File: config.mk
export PLATFORM = sky130hd
export DESIGN_NAME = sfx_exception_unit
export DESIGN_NICKNAME = d
export VERILOG_FILES = /design/src/rtl/sfx_pkg.sv /design/src/rtl/sfx_exception_unit.sv
export SDC_FILE = /design/constraint.sdc
export NUM_CORES = 1
export LEC_CHECK = 0
export ABC_AREA = 1
export CAP_MARGIN = 40
export CORE_UTILIZATION = 53
export CTS_BUF_LIST = sky130_fd_sc_hd__clkbuf_16
export CTS_CLUSTER_DIAMETER = 50
export CTS_CLUSTER_SIZE = 28
export DETAILED_ROUTE_END_ITERATION = 8
export DONT_BUFFER_PORTS = 1
export GPL_TIMING_DRIVEN = 0
export HOLD_SLACK_MARGIN = 0.1
export PLACE_DENSITY_LB_ADDON = 0.1
export SETUP_SLACK_MARGIN = 0.5
export SLEW_MARGIN = 5
export SYNTH_ARGS = -nofsm -noshare
export SYNTH_HDL_FRONTEND = slang
export SYNTH_SLANG_ARGS = --single-unit
File: constraint.sdc
create_clock -name core_clk -period 7.6 [get_ports core_clk]
set_input_delay 1.14 -clock core_clk [delete_from_list [all_inputs] [get_ports core_clk]]
set_output_delay 1.14 -clock core_clk [all_outputs]
set_load 0.02 [all_outputs]
File: src/rtl/sfx_pkg.sv
// Constants and types of the packed floating-point exception post-processor
//////////////////////////////////////////////////////////////////////////////
// Behaviour
// - Masked inexact: bounded rounded result, precision flag set.
// - Inexact with masked overflow: overflow flag and result first.
// - Inexact with masked underflow: underflow flag and result first.
// - Unmasked inexact alone: bounded rounded result, precision flag.
// - Every unmasked exception traps through vector number 19.
// - Mask bits low to high: inv, denormal, zero-div, ovf, unf, prec.
// - Zeroing mode turns denormal operands to signed zero, no flag.
// - Operation faults first; tiny or huge only if none trapped.
// - Tiny below smallest, huge above largest normal, rounded value.
// - Unmasked over/underflow hands the scaled result to the handler.
// - Bounded result delivered only when no fault trapped and the value is neither special, huge nor tiny.
// - Tiny result shifted right into exponent range -126..+127.
// - Denormal result rounded once from the 53-bit value.
// - Unmasked inexact delivers the calculated result to the handler.
// - Flush-to-zero replaces a tiny result by zero when underflow is masked.
// - Unmasked over/underflow sets flag, precision if inexact, 2^192.
//////////////////////////////////////////////////////////////////////////////
package sfx_pkg;

    // Register offsets
    localparam logic [3:0] SFX_OFS_CTRL      = 4'h0;
    localparam logic [3:0] SFX_OFS_STATUS    = 4'h4;
    localparam logic [3:0] SFX_OFS_IRQ_MASK  = 4'h8;
    localparam logic [3:0] SFX_OFS_LAST_TRAP = 4'hc;

    // Exception bit positions, shared by masks, status and trap cause
    localparam int SFX_BIT_INVALID   = 0;
    localparam int SFX_BIT_DENORMAL  = 1;
    localparam int SFX_BIT_ZERODIV   = 2;
    localparam int SFX_BIT_OVERFLOW  = 3;
    localparam int SFX_BIT_UNDERFLOW = 4;
    localparam int SFX_BIT_PRECISION = 5;

    // Control and last-trap register fields
    localparam int SFX_CTRL_DAZ     = 6;
    localparam int SFX_CTRL_FTZ     = 7;
    localparam int SFX_CTRL_RND_LO  = 8;
    localparam int SFX_LAST_VEC_LO  = 8;

    // Reset values
    localparam logic [5:0] SFX_MASK_RST     = 6'h3f;
    localparam logic [5:0] SFX_IRQ_MASK_RST = 6'h00;

    // Trap vector and single precision format figures
    localparam logic [7:0]  SFX_TRAP_VECTOR = 8'h13;
    localparam logic [12:0] SFX_SCALE_EXP   = 13'h00c0;
    localparam logic [12:0] SFX_EXP_BIAS    = 13'h007f;
    localparam logic [12:0] SFX_EXP_MIN     = 13'h1f82;
    localparam logic [12:0] SFX_EXP_MAX     = 13'h007f;
    localparam logic [30:0] SFX_MAX_NORMAL  = 31'h7f7fffff;
    localparam logic [30:0] SFX_INFINITY    = 31'h7f800000;
    localparam logic [6:0]  SFX_SHIFT_CLAMP = 7'h3c;

    typedef enum logic [1:0] {
        SFX_RND_NEAREST = 2'b00,
        SFX_RND_DOWN    = 2'b01,
        SFX_RND_UP      = 2'b10,
        SFX_RND_ZERO    = 2'b11
    } sfx_rnd_t;

endpackage : sfx_pkg

File: src/rtl/sfx_exception_unit.sv
// Exception decision and result post-processing for single precision lanes
module sfx_exception_unit
    import sfx_pkg::*;
#(
    parameter int EXP_W = 12
) (
    input  wire logic              core_clk,
    input  wire logic              reset_n,
    // Register port
    input  wire logic [3:0]        reg_addr,
    input  wire logic [31:0]       reg_wdata,
    input  wire logic              reg_write,
    input  wire logic              reg_read,
    output logic      [31:0]       reg_rdata,
    // Operands on their way into the arithmetic core
    input  wire logic              opnd_valid,
    input  wire logic [31:0]       opnd_a,
    input  wire logic [31:0]       opnd_b,
    output logic                   core_opnd_valid,
    output logic      [31:0]       core_opnd_a,
    output logic      [31:0]       core_opnd_b,
    // Raw result from the arithmetic core
    input  wire logic              res_valid,
    input  wire logic              res_sign,
    input  wire logic [EXP_W-1:0]  res_exp,
    input  wire logic [52:0]       res_sig,
    input  wire logic              res_sticky,
    input  wire logic              res_special,
    input  wire logic [31:0]       res_special_bits,
    input  wire logic              res_invalid,
    input  wire logic              res_denormal,
    input  wire logic              res_zerodiv,
    // Final answer
    output logic                   out_valid,
    output logic      [31:0]       out_result,
    output logic                   out_trap,
    output logic      [5:0]        out_cause,
    output logic      [7:0]        trap_vector,
    output logic                   irq
);

    //////////////////////////////////////////////////////////////////////////
    // Registers
    logic [5:0]  exc_mask;
    logic        daz;
    logic        ftz;
    sfx_rnd_t    rnd_mode;
    logic [5:0]  status;
    logic [5:0]  irq_mask;
    logic [5:0]  last_cause;
    logic [5:0]  next_flags;
    logic [5:0]  next_cause;
    logic        next_trap;
    logic [31:0] next_result;
    logic [5:0]  status_clr;
    logic [5:0]  status_set;
    logic [31:0] ctrl_word;
    logic [31:0] last_trap_word;

    always_ff @(posedge core_clk) begin
        if (!reset_n) begin
            exc_mask <= SFX_MASK_RST;
            daz      <= 1'b0;
            ftz      <= 1'b0;
            rnd_mode <= SFX_RND_NEAREST;
            irq_mask <= SFX_IRQ_MASK_RST;
        end else if (reg_write && reg_addr == SFX_OFS_CTRL) begin
            exc_mask <= reg_wdata[5:0];
            daz      <= reg_wdata[SFX_CTRL_DAZ];
            ftz      <= reg_wdata[SFX_CTRL_FTZ];
            rnd_mode <= sfx_rnd_t'(reg_wdata[SFX_CTRL_RND_LO +: 2]);
        end else if (reg_write && reg_addr == SFX_OFS_IRQ_MASK) begin
            irq_mask <= reg_wdata[5:0];
        end
    end

    always_comb begin
        status_clr = 6'h00;
        if (reg_write && reg_addr == SFX_OFS_STATUS) begin
            status_clr = reg_wdata[5:0];
        end
        status_set = res_valid ? next_flags : 6'h00;
    end

    // Sticky flags; a new event wins over a write-one clear
    always_ff @(posedge core_clk) begin
        if (!reset_n) begin
            status <= 6'h00;
        end else begin
            status <= (status & ~status_clr) | status_set;
        end
    end

    always_ff @(posedge core_clk) begin
        if (!reset_n) begin
            last_cause <= 6'h00;
        end else if (res_valid && next_trap) begin
            last_cause <= next_cause;
        end
    end

    // Read words built from the field positions, so the map lives once
    always_comb begin
        ctrl_word                            = 32'h00000000;
        ctrl_word[5:0]                       = exc_mask;
        ctrl_word[SFX_CTRL_DAZ]              = daz;
        ctrl_word[SFX_CTRL_FTZ]              = ftz;
        ctrl_word[SFX_CTRL_RND_LO +: 2]      = rnd_mode;
        last_trap_word                       = 32'h00000000;
        last_trap_word[5:0]                  = last_cause;
        last_trap_word[SFX_LAST_VEC_LO +: 8] = SFX_TRAP_VECTOR;
    end

    always_ff @(posedge core_clk) begin
        if (!reset_n) begin
            reg_rdata <= 32'h00000000;
        end else if (!reg_read) begin
            reg_rdata <= 32'h00000000;
        end else if (reg_addr == SFX_OFS_CTRL) begin
            reg_rdata <= ctrl_word;
        end else if (reg_addr == SFX_OFS_STATUS) begin
            reg_rdata <= {26'h0000000, status};
        end else if (reg_addr == SFX_OFS_IRQ_MASK) begin
            reg_rdata <= {26'h0000000, irq_mask};
        end else if (reg_addr == SFX_OFS_LAST_TRAP) begin
            reg_rdata <= last_trap_word;
        end else begin
            reg_rdata <= 32'h00000000;
        end
    end

    // Level output; stays high until software clears or masks the flag
    assign irq = |(status & irq_mask);

    //////////////////////////////////////////////////////////////////////////
    // Operand substitution
    function automatic logic [31:0] sfx_daz_fix(input logic [31:0] v,
                                                 input logic       en);
        if (en && v[30:23] == 8'h00) begin
            sfx_daz_fix = {v[31], 31'h00000000};
        end else begin
            sfx_daz_fix = v;
        end
    endfunction : sfx_daz_fix

    always_ff @(posedge core_clk) begin
        if (!reset_n) begin
            core_opnd_valid <= 1'b0;
            core_opnd_a     <= 32'h00000000;
            core_opnd_b     <= 32'h00000000;
        end else begin
            core_opnd_valid <= opnd_valid;
            core_opnd_a     <= sfx_daz_fix(opnd_a, daz);
            core_opnd_b     <= sfx_daz_fix(opnd_b, daz);
        end
    end

    //////////////////////////////////////////////////////////////////////////
    // Rounding
    function automatic logic sfx_round_up(input logic     sign,
                                          input logic     lsb,
                                          input logic     guard,
                                          input logic     rest,
                                          input sfx_rnd_t mode);
        case (mode)
            SFX_RND_NEAREST: sfx_round_up = guard & (rest | lsb);
            SFX_RND_DOWN:    sfx_round_up = sign & (guard | rest);
            SFX_RND_UP:      sfx_round_up = ~sign & (guard | rest);
            default:         sfx_round_up = 1'b0;
        endcase
    endfunction : sfx_round_up

    // First rounding to 24 bits with the exponent left unbounded
    logic               g24;
    logic               r24;
    logic [24:0]        sum24;
    logic [23:0]        mant24;
    logic signed [12:0] exp24;
    logic               inexact24;
    logic               tiny;
    logic               huge;

    always_comb begin
        g24       = res_sig[28];
        r24       = (|res_sig[27:0]) | res_sticky;
        sum24     = {1'b0, res_sig[52:29]}
                    + {24'h000000, sfx_round_up(res_sign, res_sig[29], g24,
                                                r24, rnd_mode)};
        mant24    = sum24[24] ? sum24[24:1] : sum24[23:0];
        exp24     = 13'(signed'(res_exp)) + {12'h000, sum24[24]};
        inexact24 = g24 | r24;
        tiny      = !res_special && exp24 < signed'(SFX_EXP_MIN);
        huge      = !res_special && exp24 > signed'(SFX_EXP_MAX);
    end

    // Denormalisation straight from the 53-bit value
    logic signed [12:0] shift_raw;
    logic [6:0]         shift;
    logic [83:0]        den_ext;
    logic               den_rest;
    logic [23:0]        den_mant;
    logic               den_inexact;

    always_comb begin
        shift_raw = signed'(SFX_EXP_MIN) - 13'(signed'(res_exp));
        if (shift_raw > signed'({6'h00, SFX_SHIFT_CLAMP})) begin
            shift = SFX_SHIFT_CLAMP;
        end else begin
            shift = shift_raw[6:0];
        end
        den_ext     = {res_sig, 31'h00000000} >> shift;
        den_rest    = (|den_ext[58:0]) | res_sticky;
        den_inexact = den_ext[59] | den_rest;
        // one rounding of the 53-bit value
        den_mant    = den_ext[83:60]
                      + {23'h000000, sfx_round_up(res_sign, den_ext[60],
                                                  den_ext[59], den_rest,
                                                  rnd_mode)};
    end

    //////////////////////////////////////////////////////////////////////////
    // Exception decision
    logic               first_trap;
    logic               inexact;
    logic signed [12:0] scaled_exp;
    logic [30:0]        ovf_mag;
    logic [31:0]        bounded;
    logic [31:0]        scaled;

    always_comb begin
        // Overflow saturates toward zero unless rounding pulls outward
        if (rnd_mode == SFX_RND_NEAREST
            || (rnd_mode == SFX_RND_DOWN && res_sign)
            || (rnd_mode == SFX_RND_UP && !res_sign)) begin
            ovf_mag = SFX_INFINITY;
        end else begin
            ovf_mag = SFX_MAX_NORMAL;
        end
        scaled_exp = huge ? exp24 - signed'(SFX_SCALE_EXP)
                          : exp24 + signed'(SFX_SCALE_EXP);
        scaled     = {res_sign, 8'(scaled_exp + signed'(SFX_EXP_BIAS)),
                      mant24[22:0]};
        // bounded exponent, rounded to 24 bits
        bounded    = {res_sign, 8'(exp24 + signed'(SFX_EXP_BIAS)),
                      mant24[22:0]};
    end

    always_comb begin
        next_flags  = 6'h00;
        next_cause  = 6'h00;
        next_trap   = 1'b0;
        next_result = 32'h00000000;
        inexact     = 1'b0;
        next_flags[SFX_BIT_INVALID]  = res_invalid;
        // A zero divide hides the denormal of its dividend
        next_flags[SFX_BIT_DENORMAL] = res_denormal & ~res_zerodiv;
        next_flags[SFX_BIT_ZERODIV]  = res_zerodiv;
        first_trap = |(next_flags[2:0] & ~exc_mask[2:0]);
        if (first_trap) begin
            next_trap  = 1'b1;
            if (res_invalid && !exc_mask[SFX_BIT_INVALID]) begin
                next_cause[SFX_BIT_INVALID] = 1'b1;
            end else if (next_flags[SFX_BIT_DENORMAL]
                         && !exc_mask[SFX_BIT_DENORMAL]) begin
                next_cause[SFX_BIT_DENORMAL] = 1'b1;
            end else begin
                next_cause[SFX_BIT_ZERODIV] = 1'b1;
            end
        end else if (res_special) begin
            next_result = res_special_bits;
        end else if (huge && !exc_mask[SFX_BIT_OVERFLOW]) begin
            next_flags[SFX_BIT_OVERFLOW]  = 1'b1;
            next_flags[SFX_BIT_PRECISION] = inexact24;
            next_cause[SFX_BIT_OVERFLOW]  = 1'b1;
            next_trap   = 1'b1;
            next_result = scaled;
        end else if (tiny && !exc_mask[SFX_BIT_UNDERFLOW]) begin
            next_flags[SFX_BIT_UNDERFLOW] = 1'b1;
            next_flags[SFX_BIT_PRECISION] = inexact24;
            next_cause[SFX_BIT_UNDERFLOW] = 1'b1;
            next_trap   = 1'b1;
            next_result = scaled;
        end else begin
            if (huge) begin
                inexact     = 1'b1;
                next_flags[SFX_BIT_OVERFLOW] = 1'b1;
                next_result = {res_sign, ovf_mag};
            end else if (tiny && ftz) begin
                inexact     = 1'b1;
                next_flags[SFX_BIT_UNDERFLOW] = 1'b1;
                next_result = {res_sign, 31'h00000000};
            end else if (tiny) begin
                // masked underflow result, flag only if inexact
                inexact     = den_inexact;
                next_flags[SFX_BIT_UNDERFLOW] = den_inexact;
                next_result = {res_sign, 8'h00, den_mant[22:0]}
                              + {8'h00, den_mant[23], 23'h000000};
            end else begin
                inexact     = inexact24;
                next_result = bounded;
            end
            next_flags[SFX_BIT_PRECISION] = inexact;
            if (inexact && !exc_mask[SFX_BIT_PRECISION]) begin
                next_cause[SFX_BIT_PRECISION] = 1'b1;
                next_trap = 1'b1;
            end
        end
    end

    //////////////////////////////////////////////////////////////////////////
    // Answer stage
    always_ff @(posedge core_clk) begin
        if (!reset_n) begin
            out_valid   <= 1'b0;
            out_result  <= 32'h00000000;
            out_trap    <= 1'b0;
            out_cause   <= 6'h00;
            trap_vector <= 8'h00;
        end else begin
            out_valid   <= res_valid;
            out_result  <= res_valid ? next_result : 32'h00000000;
            out_trap    <= res_valid & next_trap;
            out_cause   <= res_valid ? next_cause : 6'h00;
            trap_vector <= (res_valid && next_trap) ? SFX_TRAP_VECTOR
                                                    : 8'h00;
        end
    end

endmodule : sfx_exception_unit

==> results.cfg, run 1 <==
[power]
seqPwrFrac = 0.353
cellLeakagePower_uw = 0.00654
p_total_uw = 2380
p_int_uw = 1460
power.net_switching_uw = 922
vdd_drop_max_mv = 0.118
switching_share = 0.387
combPwrFrac = 0.293
p_per_area_mw_per_mm2 = 180
clkPwrFrac = 0.354

[clocking]
root_buffer = clkbuf_16
clockBufferDepth = 2
cts_tree = yes
cts_made_buffers = 17
cts.sink_count = 144
clkTransAtPathRegs_ps = 70
htree_levels = 4
clock_latency_ps = 430
holdBufCountCts = 0

[floorplanning]
start_util = 0.540
rows = 54
fp.coreArea_mm2 = 0.0218
ios = 355
dieArea_mm2 = 0.0229
die_h_um = 151
chipWidth_um = 151

[worst_setup_path]
timing.critical_path.max_delay_family = simple AND/OR/NAND/NOR gates
cp_slowest_cell = nor4_4
critPathArrivalTime_ps = 7130
cp.required_ps = 7890
crit_path_max_fanout = 10
startpoint_type = primary input
slowest_delay_ps = 410
cp.buffers_inverters = 8
path_common_cell = nand4_1
endpoint_kind = flip-flop
critPathKind = primary input to flip-flop

[routing]
drc = 0
wl_per_cell_um = 20.1
wl_um = 48600
detail-route-antenna-nets = 0
vias = 14500
vias_per_cell = 6.01
drtIter0Drc = 1904
first_pass_iters = 8

[placed_design]
dp_hpwl_um = 38000
gp_congestion = 0.976
dp_slack_ps = -1260
portBuffers = 0

[logic_synthesis]
yosys-mux-area-fraction = 0
synthArstFlopShare = 0
synth_top_family_by_area = simple AND/OR/NAND/NOR gates
synthXorXnorAreaFrac = 0.0311
syn_area_per_cell_um2 = 5.74
ys_seq_elements = 144
yosys.area_share.simple = 0.463
synth-edff-count = 0
yosys_warnings = 0
synth-compound-area-share = 0.112
yosysUniqueCellTypes = 52
yosys.area_share.adder = 0.0138
ys_seq_area_frac = 0.244
synth_area_mm2 = 0.0118
synth_flop_cell = dfxtp_1
synthCells = 2053

[global_routing]
grt_pass1_wl_um = 70400
grt_pass1_vias = 12800
grt_overflow = 0
grt_usage = 0.410
grt_max_degree = 17
antenna_found_initial = 3

[timing]
grt_setup_unrepaired = yes
slew_violations = 0
finalCritPeriodShare = 0.900
worst_slew_pin_slew_ps = 891
maxSlewHeadroom = 0.401
finalSetupTns_ps = 0
hold_viol = 0
fin_hold_ws_ps = 480
finalSetupViolCount = 0
fin_crit_ps = 6840
max_freq_mhz = 146
fin_ws_ps = 759
fin_skew_ps = 16.1

[hold_path]
min-delay-path-class = flip-flop to flip-flop

[run_status]
status = finished clean

[finish]
layout.nets = 2343
final_core_util = 0.607
layout-area-overhead-vs-synth_pct = 12.3
drive_above_1_share = 0.106

[flow_run]
cap_violations = 0
==> metal layers <==
metal  GRT usage  routed length [um]  vias up
li1            -                   -     6741
met1       0.505               18600     6510
met2       0.660               21400     1073
met3      0.0849                5460      208
met4       0.236                3200        2
met5           0                  13        -
==> repair_timing <==
action / CTS / global route
gates resized for setup: 25 / 54
setup buffers: 1 / 21
endpoints found under the setup margin: 41 / 41
pin swaps: 2 / 27
gates cloned: 0 / 1
==> cell usage in the layout, fill, tap and decap left out, drive strengths merged, types with 5 or more instances in the layout <==
cell type and count:
o221ai 5, a21oi 91, o21ai 110, o211ai 8, a31oi 5, xnor2 7
buf 108, nor2 224, o22ai 5, xor2 34, inv 247, clkinv 9
dfxtp 144, nor3 28, conb 26, nand3 377, nand4 24, nand2 574
clkbuf 53, nor4 14, ha 13
==> path summary, 6_finish.rpt <==
check | endpoint | startpoint | slack, ps | cells after the start
worst min register to register | irq_mask[4] | irq_mask[4] | 480 | 2
worst max register to register | out_result[23] | rnd_mode[0] | 990 | 39
worst max-delay path | out_result[23] | res_sig[21] | 760 | 40
worst min-delay path | irq_mask[4] | irq_mask[4] | 480 | 2
==> registers in the layout, summed over array words and instances, names as in the netlist <==
signal	flops
ftz	1
rnd_mode	2
reg_rdata	11
daz	1
irq_mask	6
out_valid	1
trap_vector	1
out_cause	6
exc_mask	6
core_opnd_b	32
last_cause	6
out_result	32
core_opnd_valid	1
core_opnd_a	32
status	6
==> metrics by stage <==
stage	cells	instance area, um^2
after floorplan	2078	11900
after global placement	2358	12200
after global routing	2416	13200
after detailed placement	2359	12200
after CTS	2392	12900
final	2417	13200
==> cell families (layout without fill, tap and decap cells) <==
| group | after synthesis | count (layout) |
|---|---|---|
| and+or+nand+nor | 1250 | 1251 |
| buffers and inverters | 365 | 420 |
| AOI/OAI and AO/OA | 239 | 239 |
| DFF | 144 | 144 |
| xor gates and xnor gates | 41 | 41 |
| adders and majority gates | 13 | 13 |
| other | 1 | 29 |
==> worst min-delay path, delay by kind of cell (launching register included) <==
| family | cells | cell delay [ps] |
|---|---|---|
| DFF | 1 | 310 |
| buffers and inverters | 1 | 60 |
| AOI/OAI and AO/OA | 1 | 60 |
==> cell usage after synthesis (3+ instances only) <==
cell,n,share of area
nand2_1,566,0.18
nand3_1,372,0.16
inv_1,223,0.071
nor2_1,210,0.067
dfxtp_1,144,0.24
a21oi_1,90,0.038
o21ai_0,83,0.035
clkbuf_1,40,0.013
buf_4,35,0.022
xor2_1,33,0.025
buf_2,32,0.014
o21ai_1,25,0.011
nand4_1,24,0.013
nor3_1,23,0.0098
inv_2,17,0.0054
nor4_1,14,0.0074
ha_1,13,0.014
nor2_2,11,0.0058
buf_6,8,0.0076
o211ai_1,8,0.0051
xnor2_1,7,0.0052
buf_1,6,0.0019
a31oi_1,5,0.0027
nand2_2,5,0.0027
nand3_2,5,0.0042
nor3_2,5,0.0042
o221ai_1,5,0.0037
o22ai_1,5,0.0027
clkinv_1,4,0.0013
a221oi_1,3,0.0022
and2_1,3,0.0016
or2_2,3,0.0016
==> power by group through the flow <==
stage               logic [uW]  clock network, uW  registers (uW)
floorplan                  474                  0             853
global placement           647                  0             858
detailed placement         650                  0             859
CTS                        657                836             842
global route               760                866             846
finish                     698                842             841
==> layout make-up <==
class / instances / area [um^2]
fillers: 2189 / 8580
repair buffers: 23 / 186
multi-input cells: 1570 / 7590
clock inverters: 15 / 149
plain buffers: 121 / 729
clock buffers: 17 / 425
well taps: 280 / 350
diodes: 3 / 7.51
inverters: 244 / 925
flip-flops and latches: 144 / 2880
(Power assumes the default switching activity.)
==> run 2: changes to the inputs <==
- REMOVE_ABC_BUFFERS: default -> 1
==> results.cfg, run 2 (synthesis gave the netlist of run 1 again) <==
[hold_path]
min-delay-path-class = flip-flop to flip-flop

[clocking]
clock_latency_ps = 440
root_buffer = clkbuf_16
cts_tree = yes
clkTransAtPathRegs_ps = 70
clockBufferDepth = 2
cts.sink_count = 144
cts_made_buffers = 17
htree_levels = 4

[worst_setup_path]
startpoint_type = primary input
cp.required_ps = 7890
endpoint_kind = flip-flop
cp_slowest_cell = nor4_4
crit_path_max_fanout = 12
reg2reg_slack_ps = 1020
path_common_cell = nand4_1
timing.critical_path.max_delay_family = simple AND/OR/NAND/NOR gates
critPathArrivalTime_ps = 7130
cp.buffers_inverters = 7
critPathKind = primary input to flip-flop
slowest_delay_ps = 390

[placed_design]
portBuffers = 0
dp_hpwl_um = 28800
place_area_mm2 = 0.0118
gp_congestion = 0.951
place_inst = 2249

[timing]
hold_viol = 0
finalSetupViolCount = 0
slew_violations = 0
grt_setup_unrepaired = yes
worst_slew_pin_slew_ps = 872
max_freq_mhz = 146
fin_crit_ps = 6850
fin_skew_ps = 22.2
finalCritPeriodShare = 0.901
maxSlewHeadroom = 0.419

[floorplanning]
ios = 355
die_h_um = 151
dieArea_mm2 = 0.0229
start_util = 0.540
fp.coreArea_mm2 = 0.0218
rows = 54
chipWidth_um = 151

[run_status]
status = finished clean

[finish]
final_cell_mix = 561 x nand2_1, 372 x nand3_1, 216 x inv_1
final_common_cell = nand2_1
layout.nets = 2234
final_cells = 2305
drive_above_1_share = 0.0770
fill_cells = 2255
top_regs = core_opnd_a x32, core_opnd_b x32, out_result x32
final_design_area_no_fill_mm2 = 0.0127
layout-area-overhead-vs-synth_pct = 7.91
num_antenna_cells = 0

[global_routing]
grt_usage = 0.317
antenna_found_initial = 1
grt_overflow = 0
grt_max_degree = 61
grt_pass1_vias = 11300
grt_pass1_wl_um = 57400

[power]
vdd_drop_max_mv = 0.142
cellLeakagePower_uw = 0.00619
p_per_area_mw_per_mm2 = 177

[routing]
drtIter0Drc = 879
detail-route-antenna-nets = 0
wl_per_cell_um = 16.3
vias_per_cell = 5.65
vias = 13000
first_pass_iters = 6
drc = 0
wl_um = 37600

[flow_run]
cap_violations = 0
[run 2: cell count changes in the layout (fill, tap and decap cells not counted), sizes merged]
cell / before / now
clkbuf: 53 / 18
buf: 108 / 33
diode: 3 / 0
bufinv: 1 / 0
clkinv: 9 / 7
clkinvlp: 2 / 6
[run 2: final cells by class]
type                    instances  area [um^2]  area share
multi-input cells            1570         7580       0.596
flip-flops and latches        144         2880       0.227
inverters                     244          932      0.0732
clock buffers                  17          425      0.0334
repair buffers                 34          403      0.0317
well taps                     280          350      0.0275
clock inverters                15          143      0.0112
repair inverters                1         7.51    0.000590
[run 2: final timing paths]
path	cells past startpoint	startpoint	end
max reg2reg	41	rnd_mode[0]	out_result[16]
min reg2reg	2	irq_mask[4]	irq_mask[4]
min	2	irq_mask[4]	irq_mask[4]
max	41	res_sig[21]	out_result[16]
[run 2: layer usage]
metal  vias to the layer above  GRT usage  wire (um)
li1                       6512          -          -
met1                      5849      0.422      16600
met2                       569      0.502      16800
met3                        80     0.0521       2760
met4                         2      0.136       1400
met5                         -          0          8
[run 2: where the power goes]
part           leakage, uW  internal [uW]  switching (uW)
Sequential         0.00119            789            52.4
Clock             0.000276            434             380
Combinational      0.00473            191             403
Total              0.00619           1410             835
[run 2: per-stage QoR]
step | power [uW] | TNS [ps] | hold slack, ps | setup slack, ps | utilization
3_5_place_dp | 1430 | -25310 | 460 | -983 | 0.539
2_1_floorplan | 1280 | -497 | 443 | -169 | -
4_1_cts | 2240 | 0 | 469 | 499 | 0.570
6_report | 2250 | 0 | 471 | 752 | 0.583
5_1_grt | 2370 | 0 | 502 | 398 | 0.583
3_3_place_gp | 1410 | -76160 | 454 | -2750 | 0.529
[run 2: what timing repair did]
item | in CTS | in global routing
hold buffers | 0 | 0
setup buffers | 3 | 18
gates cloned | 1 | 2
gates resized for setup | 21 | 34
setup endpoints to repair | 41 | 39
pin swaps | 1 | 21
[run 2: tightest hold or removal path, delay by kind of cell (launching register included)]
| family | cells | cell delay [ps] |
|---|---|---|
| flops | 1 | 310 |
| compound gates | 1 | 60 |
| buf+inv | 1 | 60 |
